<file path="src/ipfa_pkg.sv">
// Purpose: Shared widths, constants and carrier types of the fetch unit
//          and memory port arbiter.
// Assumes: One microcycle clock; one microinstruction per clock.
// Notes:   The fetch unit occupies one arbiter port given by FETCH_PORT.
`default_nettype none

package ipfa_pkg;

  localparam int unsigned WORD_W      = 16;
  localparam int unsigned BYTE_W      = 8;
  localparam int unsigned BLOCK_BYTES = 8;
  localparam int unsigned BSEL_W      = 3;
  localparam int unsigned FRAME_SHIFT = 2;
  localparam int unsigned ADDR_W      = WORD_W + FRAME_SHIFT;
  localparam int unsigned READ_W      = BLOCK_BYTES * BYTE_W;
  localparam int unsigned PORTS       = 8;
  localparam int unsigned GROUP       = 4;

  // Port that belongs to the fetch unit; its request pin is ignored
  localparam int unsigned FETCH_PORT  = 0;
  // Selects gated by an open memory cycle (lower group)
  localparam logic [PORTS-1:0] QUAL_MASK = 8'h0f;
  localparam logic [BSEL_W-1:0] LAST_BYTE = 3'h7;
  localparam logic [WORD_W-1:0] OFFSET_STEP = 16'h0001;

  localparam logic [WORD_W-1:0] FRAME_RST  = 16'h0000;
  localparam logic [WORD_W-1:0] OFFSET_RST = 16'h0000;
  localparam logic [PORTS-1:0]  PORTS_IDLE = 8'h00;
  localparam logic [WORD_W-1:0] WORD_ZERO  = 16'h0000;
  localparam logic [READ_W-1:0] READ_ZERO  = 64'h0000_0000_0000_0000;
  localparam logic [ADDR_W-1:0] ADDR_ZERO  = 18'h00000;

  // Microinstruction fields that reference the fetch unit
  typedef struct packed {
    logic dst_frame;
    logic dst_offset;
    logic src_frame;
    logic src_offset;
    logic src_fetch;
    logic special_byte_source;
  } ipfa_uop_s;

  typedef logic [BLOCK_BYTES-1:0][BYTE_W-1:0] ipfa_block_t;

  typedef struct packed {
    logic [WORD_W-1:0] frame;
    logic [WORD_W-1:0] code_offset_counter;
    ipfa_block_t       hold;
    logic              fetch_req;
    logic              block_ready;
    logic              load_en_prev;
    logic [PORTS-1:0]  req_latch;
    logic [PORTS-1:0]  port_select;
    logic              request_pending;
    logic [WORD_W-1:0] bus_out;
    logic              bus_out_en;
    logic [ADDR_W-1:0] mem_addr;
    logic              mem_addr_en;
    logic              stall;
  } ipfa_state_s;

endpackage

`default_nettype wire

</file>
<file path="src/ipfa_fetch_arbiter.sv">
// Purpose: Instruction fetch unit with its eight port memory arbiter.
// Assumes: Microinstruction fields, memory strobes and port requests are
//          synchronous to sys_clk; every output is registered, so an
//          answer appears one clock after the inputs that cause it.
// Notes:   A fetch source seen while stall is high is ignored.
//          Port 0 belongs to the fetch unit; its request pin is unused.
//          Selects of the lower group stay low while the gate is open,
//          so a lower group grant shows one clock after the gate closes.
//          Priority is fixed; a busy upper port can starve the lower group.
//          An offset load discards the current block and refetches.
//          The BUS value is zero whenever bus_out_en is low.
// Functional notes
// Frame and offset load from BUS destination
// Frame or offset driven onto BUS as source
// Fetch address is frame times four plus offset
// Address drivers on only during fetch grant
// Eight holding bytes load from 64-bit read
// Load when grant-and-strobe enable deasserts
// Low three address bits select next byte
// Selected byte on BUS for any fetch source
// Offset counter increments when byte taken
// Eighth byte taken requests block, except special
// Offset load requests block; held in flip-flop
// Stall when fetch referenced, block not ready; the code raises stall whenever the block is not ready
// Eight active-low requests, select to chosen port
// Cycle control closes gate after pending seen
// Closed gate freezes requests, selects highest
// Upper group outranks lower; fixed order within
// Four selects qualified by closed gate
// Ports withdraw requests on clear request
// Request clears on granted clear; load readies block
`timescale 1ns/100ps
`default_nettype none

module ipfa_fetch_arbiter (
  input  wire logic                            sys_clk,
  input  wire logic                            arst_n,
  input  wire ipfa_pkg::ipfa_uop_s             uop,
  input  wire logic [ipfa_pkg::WORD_W-1:0]     bus_in,
  input  wire logic [ipfa_pkg::READ_W-1:0]     mem_read_data,
  input  wire logic                            memory_data_strobe,
  input  wire logic                            arbitration_open,
  input  wire logic                            clear_request,
  input  wire logic [ipfa_pkg::PORTS-1:0]      port_request_n,
  output logic      [ipfa_pkg::WORD_W-1:0]     bus_out,
  output logic                                 bus_out_en,
  output logic      [ipfa_pkg::ADDR_W-1:0]     mem_addr,
  output logic                                 mem_addr_en,
  output logic      [ipfa_pkg::PORTS-1:0]      port_select,
  output logic                                 request_pending,
  output logic                                 fetch_request_n,
  output logic                                 stall
);

  ipfa_pkg::ipfa_state_s state_reg;
  ipfa_pkg::ipfa_state_s state_next;

  // Highest pending port of one group of four, one-hot
  // Within a group the higher index wins
  function automatic logic [ipfa_pkg::GROUP-1:0] ipfa_group_pick(
    input logic [ipfa_pkg::GROUP-1:0] reqs
  );
    logic [ipfa_pkg::GROUP-1:0] one_hot;
    logic                       found;
    one_hot = {ipfa_pkg::GROUP{1'b0}};
    found   = 1'b0;
    for (int i = ipfa_pkg::GROUP - 1; i >= 0; i--) begin
      if (reqs[i] && !found) begin
        one_hot[i] = 1'b1;
        found      = 1'b1;
      end
    end
    return one_hot;
  endfunction

  // Any upper group request shuts the whole lower group out
  function automatic logic [ipfa_pkg::PORTS-1:0] ipfa_pick(
    input logic [ipfa_pkg::PORTS-1:0] reqs
  );
    logic [ipfa_pkg::GROUP-1:0] upper;
    logic [ipfa_pkg::GROUP-1:0] lower;
    logic [ipfa_pkg::PORTS-1:0] one_hot;
    upper   = reqs[ipfa_pkg::PORTS-1:ipfa_pkg::GROUP];
    lower   = reqs[ipfa_pkg::GROUP-1:0];
    one_hot = {{ipfa_pkg::GROUP{1'b0}}, ipfa_group_pick(lower)};
    if (|upper) begin
      one_hot = {ipfa_group_pick(upper), {ipfa_pkg::GROUP{1'b0}}};
    end
    return one_hot;
  endfunction

  // Frame counts in units of four, so it is shifted before the add
  function automatic logic [ipfa_pkg::ADDR_W-1:0] ipfa_addr(
    input logic [ipfa_pkg::WORD_W-1:0] frame,
    input logic [ipfa_pkg::WORD_W-1:0] offs
  );
    logic [ipfa_pkg::ADDR_W-1:0] base;
    logic [ipfa_pkg::ADDR_W-1:0] offs_ext;
    base     = {frame, {ipfa_pkg::FRAME_SHIFT{1'b0}}};
    offs_ext = {{ipfa_pkg::FRAME_SHIFT{1'b0}}, offs};
    return base + offs_ext;
  endfunction

  // One-hot decode of a byte index; used for selection and last byte
  function automatic logic [ipfa_pkg::BLOCK_BYTES-1:0] ipfa_decode(
    input logic [ipfa_pkg::BSEL_W-1:0] idx
  );
    logic [ipfa_pkg::BLOCK_BYTES-1:0] one_hot;
    one_hot      = {ipfa_pkg::BLOCK_BYTES{1'b0}};
    one_hot[idx] = 1'b1;
    return one_hot;
  endfunction

  // Byte path
  logic [ipfa_pkg::ADDR_W-1:0]      fetch_addr;
  logic [ipfa_pkg::BSEL_W-1:0]      byte_sel;
  logic [ipfa_pkg::BLOCK_BYTES-1:0] byte_dec;
  ipfa_pkg::ipfa_block_t            byte_gated;
  ipfa_pkg::ipfa_block_t            read_bytes;
  logic [ipfa_pkg::BYTE_W-1:0]      cur_byte;
  logic [ipfa_pkg::WORD_W-1:0]      instr_word;
  logic                             last_byte_selected_n;

  // Fetch request and holding registers
  logic                             fetch_grant;
  logic                             load_en;
  logic                             load_now;
  logic                             fetch_source;
  logic                             byte_taken;
  logic                             block_wanted;
  logic                             request_done;
  logic [ipfa_pkg::WORD_W-1:0]      frame_upd;
  logic [ipfa_pkg::WORD_W-1:0]      offset_upd;
  ipfa_pkg::ipfa_block_t            hold_upd;
  logic                             req_upd;
  logic                             ready_upd;

  // Arbiter and registered outputs
  logic [ipfa_pkg::PORTS-1:0]       live_reqs;
  logic [ipfa_pkg::PORTS-1:0]       latch_upd;
  logic [ipfa_pkg::PORTS-1:0]       pick_upd;
  logic [ipfa_pkg::PORTS-1:0]       select_upd;
  logic                             pending_upd;
  logic                             stall_upd;
  logic [ipfa_pkg::WORD_W-1:0]      bus_upd;
  logic                             bus_drive;
  logic [ipfa_pkg::ADDR_W-1:0]      addr_upd;
  logic                             addr_drive;

  // The fetch port requests from its own flip-flop, not from a pin
  for (genvar p = 0; p < ipfa_pkg::PORTS; p++) begin : g_port
    if (p == ipfa_pkg::FETCH_PORT) begin : g_fetch
      assign live_reqs[p] = state_reg.fetch_req;
    end else begin : g_pin
      assign live_reqs[p] = !port_request_n[p];
    end
    // Gated selects rule out address bus clash while the gate is open
    if (ipfa_pkg::QUAL_MASK[p]) begin : g_gated
      assign select_upd[p] = pick_upd[p] && !arbitration_open;
    end else begin : g_free
      assign select_upd[p] = pick_upd[p];
    end
  end

  // Holding bytes share one internal bus, gated by the decoder lines
  for (genvar b = 0; b < ipfa_pkg::BLOCK_BYTES; b++) begin : g_byte
    assign read_bytes[b] = mem_read_data[b*ipfa_pkg::BYTE_W
                                         +: ipfa_pkg::BYTE_W];
    assign byte_gated[b] = state_reg.hold[b]
                           & {ipfa_pkg::BYTE_W{byte_dec[b]}};
    assign hold_upd[b]   = load_now ? read_bytes[b]
                                    : state_reg.hold[b];
  end

  // Address and byte index follow the registers, not this cycle's loads
  always_comb begin
    fetch_addr = ipfa_addr(state_reg.frame,
                           state_reg.code_offset_counter);
    byte_sel   = fetch_addr[ipfa_pkg::BSEL_W-1:0];
    byte_dec   = ipfa_decode(byte_sel);
    last_byte_selected_n = ~|(byte_dec
                              & ipfa_decode(ipfa_pkg::LAST_BYTE));
  end

  // Only the decoded byte is non-zero, so an OR acts as the multiplexer
  always_comb begin
    cur_byte = {ipfa_pkg::BYTE_W{1'b0}};
    for (int b = 0; b < ipfa_pkg::BLOCK_BYTES; b++) begin
      cur_byte = cur_byte | byte_gated[b];
    end
    instr_word = {{(ipfa_pkg::WORD_W-ipfa_pkg::BYTE_W){1'b0}}, cur_byte};
  end

  // Holding bytes load as grant-and-strobe falls, not when it rises
  always_comb begin
    fetch_grant = state_reg.port_select[ipfa_pkg::FETCH_PORT];
    load_en     = fetch_grant && memory_data_strobe;
    load_now    = state_reg.load_en_prev && !load_en;
  end

  always_comb begin
    frame_upd = state_reg.frame;
    if (uop.dst_frame) begin
      frame_upd = bus_in;
    end
  end

  // A fetch source is refused while the block is not ready
  always_comb begin
    fetch_source = uop.src_fetch || uop.special_byte_source;
    byte_taken   = fetch_source && state_reg.block_ready;
    offset_upd   = state_reg.code_offset_counter;
    if (uop.dst_offset) begin
      offset_upd = bus_in;
    end else if (byte_taken) begin
      offset_upd = state_reg.code_offset_counter
                   + ipfa_pkg::OFFSET_STEP;
    end
  end

  // A new cause for a block outranks a clear in the same cycle
  always_comb begin
    // Eighth byte through the special source does not ask for more
    block_wanted = (byte_taken && !last_byte_selected_n
                    && !uop.special_byte_source)
                   || uop.dst_offset;
    request_done = clear_request && fetch_grant;
    req_upd      = state_reg.fetch_req;
    if (request_done) begin
      req_upd = 1'b0;
    end
    if (block_wanted) begin
      req_upd = 1'b1;
    end
  end

  // Only a load after the request cleared carries the wanted block
  always_comb begin
    ready_upd = state_reg.block_ready;
    if (load_now && !state_reg.fetch_req) begin
      ready_upd = 1'b1;
    end
    if (block_wanted) begin
      ready_upd = 1'b0;
    end
    stall_upd = !ready_upd;
  end

  // Requests follow the pins while open and freeze while a cycle runs
  always_comb begin
    latch_upd = state_reg.req_latch;
    if (arbitration_open) begin
      latch_upd = live_reqs;
    end
    // Pending reflects the latch, so a running cycle keeps it high
    pick_upd    = ipfa_pick(latch_upd);
    pending_upd = |latch_upd;
  end

  // Register reads outrank the instruction byte on the BUS
  always_comb begin
    bus_drive = 1'b1;
    bus_upd   = ipfa_pkg::WORD_ZERO;
    if (uop.src_frame) begin
      bus_upd = state_reg.frame;
    end else if (uop.src_offset) begin
      bus_upd = state_reg.code_offset_counter;
    end else if (byte_taken) begin
      bus_upd = instr_word;
    end else begin
      bus_drive = 1'b0;
    end
  end

  // The address follows loads made in this cycle, so it is never stale
  always_comb begin
    addr_drive = select_upd[ipfa_pkg::FETCH_PORT];
    addr_upd   = ipfa_pkg::ADDR_ZERO;
    if (addr_drive) begin
      addr_upd = ipfa_addr(frame_upd, offset_upd);
    end
  end

  // All registers move together; each field has one source above
  always_comb begin
    state_next                     = state_reg;
    state_next.frame               = frame_upd;
    state_next.code_offset_counter = offset_upd;
    state_next.hold                = hold_upd;
    state_next.fetch_req           = req_upd;
    state_next.block_ready         = ready_upd;
    state_next.load_en_prev        = load_en;
    state_next.req_latch           = latch_upd;
    state_next.port_select         = select_upd;
    state_next.request_pending     = pending_upd;
    state_next.bus_out             = bus_upd;
    state_next.bus_out_en          = bus_drive;
    state_next.mem_addr            = addr_upd;
    state_next.mem_addr_en         = addr_drive;
    state_next.stall               = stall_upd;
  end

  // Reset sets the fetch request so that a first block is fetched
  always_ff @(posedge sys_clk or negedge arst_n) begin
    if (!arst_n) begin
      state_reg.frame               <= ipfa_pkg::FRAME_RST;
      state_reg.code_offset_counter <= ipfa_pkg::OFFSET_RST;
      state_reg.hold                <= ipfa_pkg::ipfa_block_t'(
                                         ipfa_pkg::READ_ZERO);
      state_reg.fetch_req           <= 1'b1;
      state_reg.block_ready         <= 1'b0;
      state_reg.load_en_prev        <= 1'b0;
      state_reg.req_latch           <= ipfa_pkg::PORTS_IDLE;
      state_reg.port_select         <= ipfa_pkg::PORTS_IDLE;
      state_reg.request_pending     <= 1'b0;
      state_reg.bus_out             <= ipfa_pkg::WORD_ZERO;
      state_reg.bus_out_en          <= 1'b0;
      state_reg.mem_addr            <= ipfa_pkg::ADDR_ZERO;
      state_reg.mem_addr_en         <= 1'b0;
      state_reg.stall               <= 1'b1;
    end else begin
      state_reg <= state_next;
    end
  end

  // Every output comes straight from the state register
  assign bus_out         = state_reg.bus_out;
  assign bus_out_en      = state_reg.bus_out_en;
  assign mem_addr        = state_reg.mem_addr;
  assign mem_addr_en     = state_reg.mem_addr_en;
  assign port_select     = state_reg.port_select;
  assign request_pending = state_reg.request_pending;
  assign fetch_request_n = !state_reg.fetch_req;
  assign stall           = state_reg.stall;

endmodule // ipfa_fetch_arbiter

`default_nettype wire

</file>
<file path="config.mk">
export PLATFORM = sky130hd
export DESIGN_NAME = ipfa_fetch_arbiter
export DESIGN_NICKNAME = d
export VERILOG_FILES = /design/src/ipfa_pkg.sv /design/src/ipfa_fetch_arbiter.sv
export SDC_FILE = /design/constraint.sdc
export NUM_CORES = 1
export LEC_CHECK = 0
export ABC_CLOCK_PERIOD_IN_PS = 5000
export BUFFER_PORTS_ARGS = -buffer_cell sky130_fd_sc_hd__buf_2
export CORE_AREA = 5 5 116 162
export CTS_CLUSTER_DIAMETER = 60
export DETAILED_ROUTE_END_ITERATION = 7
export DIE_AREA = 0 0 121 167
export PLACE_DENSITY_LB_ADDON = 0.3
export REMOVE_ABC_BUFFERS = 1
export SLEW_MARGIN = 20
export SYNTH_ARGS = -nofsm -noshare
export SYNTH_HDL_FRONTEND = slang
export SYNTH_SLANG_ARGS = --single-unit
export TNS_END_PERCENT = 20
</file>
<file path="constraint.sdc">
create_clock -name sys_clk -period 5 [get_ports sys_clk]
set_input_delay 0.5 -clock sys_clk [delete_from_list [all_inputs] [get_ports sys_clk]]
set_output_delay 0.5 -clock sys_clk [all_outputs]
set_load 0.01 [all_outputs]
</file>
==> flow_summary.ini <==
[floorplan]
initial_utilization = 0.441
die_y_microns = 167
core.rowCount = 57
core_area_sq_um = 17200
dieWidth_microns = 121
ios = 146
dieArea_sq_um = 20200

[detailed_routing]
drcViolationCount = 0
viasPerCell = 5.17
drt_iter0_drc = 312
wl_per_cell_microns = 17.1
antenna_left = 0
vias = 5221
drt_pass1_iterations = 4
drt-total-wl_microns = 17300

[yosys]
ys_top_cells_by_area = dfrtp_1 50%, mux2_2 11%, mux4_2 4.8%, buf_4 4.2%, nand2_1 3.8%
syn_area_sq_um = 7570
synthCells = 664
seq_area_frac_synth = 0.503
syn_area_per_cell_sq_um = 11.4
yosys_warnings = 0
ys_ff_latch = 152
yosysTopAreaCellShare = 0.496
synthDistinctLibCells = 62
ys_async_sr_fraction = 1.00
ys.flop_type = dfrtp_1
yosysTopAreaCell = dfrtp_1
synth-edff-count = 0

[worst_setup_path]
critPathCaptureType = flop
path_max_fanout = 12
crit_type = flop to flop
critPathLaunchType = flop
cp.required_ns = 5.30
worstPathArrival_ns = 4.13

[timing]
clock_skew_ns = 0.0130
slew_headroom = 0.475
post-route-min-period_ns = 3.83
period_share = 0.766
rsz0062_at_grt = no
hold_viol = 0
worstMarginPinSlew_ns = 0.787
setup-violations-final = 0
drv_slew = 0
fin_setup_tns_ns = 0
timing.hold.ws_ns = 0.261
timing.fmax_mhz = 261

[grt]
grt_util_all_layers = 0.179
grt_start_max_net_pins = 108
antenna_found_initial = 1
overflow = 0
grt_pass1_vias = 5827
grt_pass1_wl_microns = 28700

[flow_run]
drv_cap = 0

[cts]
clkLatencyLatePin_ns = 0.42
cts_root_buf = clkbuf_16
cts_setup_buffers = 0
tritoncts = done
clk_pin_slew_worst_paths_ns = 0.06
cts.path.max_buffers = 2
cts_htree_levels = 4
cts_sinks = 152
numCtsBuffers = 17

[layout]
diodes = 0
nets = 882
largest_register_ffs = 106
final_cell_mix = 150 x dfrtp_1, 143 x buf_2, 77 x nand2_1
layout_commonest_cell = dfrtp_1
drive_gt1_frac = 0.370
synthToLayoutAreaGrowth_pct = 16.7

[pwr]
powerDensity_nw_per_um2 = 347
peakVddDrop_v = 0.000241
total_leakage_power_nw = 4.34

[placed_design]
gp_congestion = 0.864
dp_hpwl_microns = 12900
portBuffers = 144

[worst_hold_path]
hp-class = input port to flop

[run_status]
outcome = finished clean
metal layers:
metal	vias up	share of wire	GRT usage
li1	2467	-	-
met1	2601	0.39	0.207
met2	127	0.54	0.319
met3	24	0.060	0.0546
met4	2	0.015	0.0459
met5	-	0.00075	0
critical path, stage by stage (launching register included):
cell,delay [ns]
dfrtp_1,0.35
buf_4,0.26
ha_1,0.22
o2111a_1,0.47
nand2_1,0.11
xor2_1,0.16
o21ai_0,0.33
ha_1,0.35
a21oi_1,0.34
o221ai_1,0.25
a2111oi_0,0.39
a21oi_1,0.15
mux2_1,0.33
kinds of logic (layout without fill, tap and decap cells):
family,count (synthesis),in the layout,synth area share
muxes,101,101,0.173
adders and majority gates,20,20,0.0340
AOI/OAI and AO/OA,103,103,0.0879
DFF,152,152,0.503
xor gates and xnor gates,27,27,0.0312
buffers and inverters,96,206,0.0699
and+or+nand+nor,165,165,0.101
path summary, 6_finish.rpt:
path,cells past startpoint,slack (ns),start,to
worst max-delay path,12,1.17,state_reg[121],mem_addr[17]
worst min register to register,1,0.45,state_reg[49],port_select[2]
min in group asynchronous,2,0.51,arst_n,port_select[2]
worst min-delay path,2,0.26,port_request_n[3],state_reg[49]
max in group asynchronous,4,3.20,arst_n,state_reg[131]
worst max register to register,12,1.17,state_reg[121],mem_addr[17]
per-stage QoR:
step / total power (W) / std cells / area [sq um] / worst slack (ns) / util
global route: 0.00321 / 1010 / 8840 / 0.853 / 0.514
floorplan: 0.00162 / 592 / 7130 / 0.908 / -
detailed placement: 0.00181 / 978 / 8220 / 1.07 / 0.478
finish: 0.00307 / 1010 / 8840 / 1.17 / 0.514
CTS: 0.00310 / 1008 / 8800 / 1.13 / 0.512
global placement: 0.00180 / 978 / 8220 / 1.18 / 0.478
where the power goes:
group | internal (W) | total [W] | switching [W]
combinational | 0.000196 | 0.000455 | 0.000259
clock | 0.000780 | 0.00128 | 0.000501
sequential | 0.00129 | 0.00133 | 0.0000360
total | 0.00227 | 0.00307 | 0.000796
layout make-up:
class	count	area (sq um)
multi-input cells	416	3250
fillers	1599	8350
inverters	24	90.1
clock buffers	19	433
flip-flops and latches	152	3810
well taps	236	295
repair buffers	152	810
clock inverters	11	150
cells in the mapped netlist, drive strengths merged, types with 12 or more instances:
library cell,instances
mux4,16
xor2,15
nor2,30
clkbuf,25
mux2,77
nand2,77
inv,24
dfrtp,150
xnor2,12
buf,47
ha,19
o21ai,35
a21oi,28
repair_timing:
action                    in CTS  in global routing
gates resized for setup        0                  0
hold endpoints to repair       0                 27
hold buffers                   0                  1
Power figures use the tool's default switching activity.
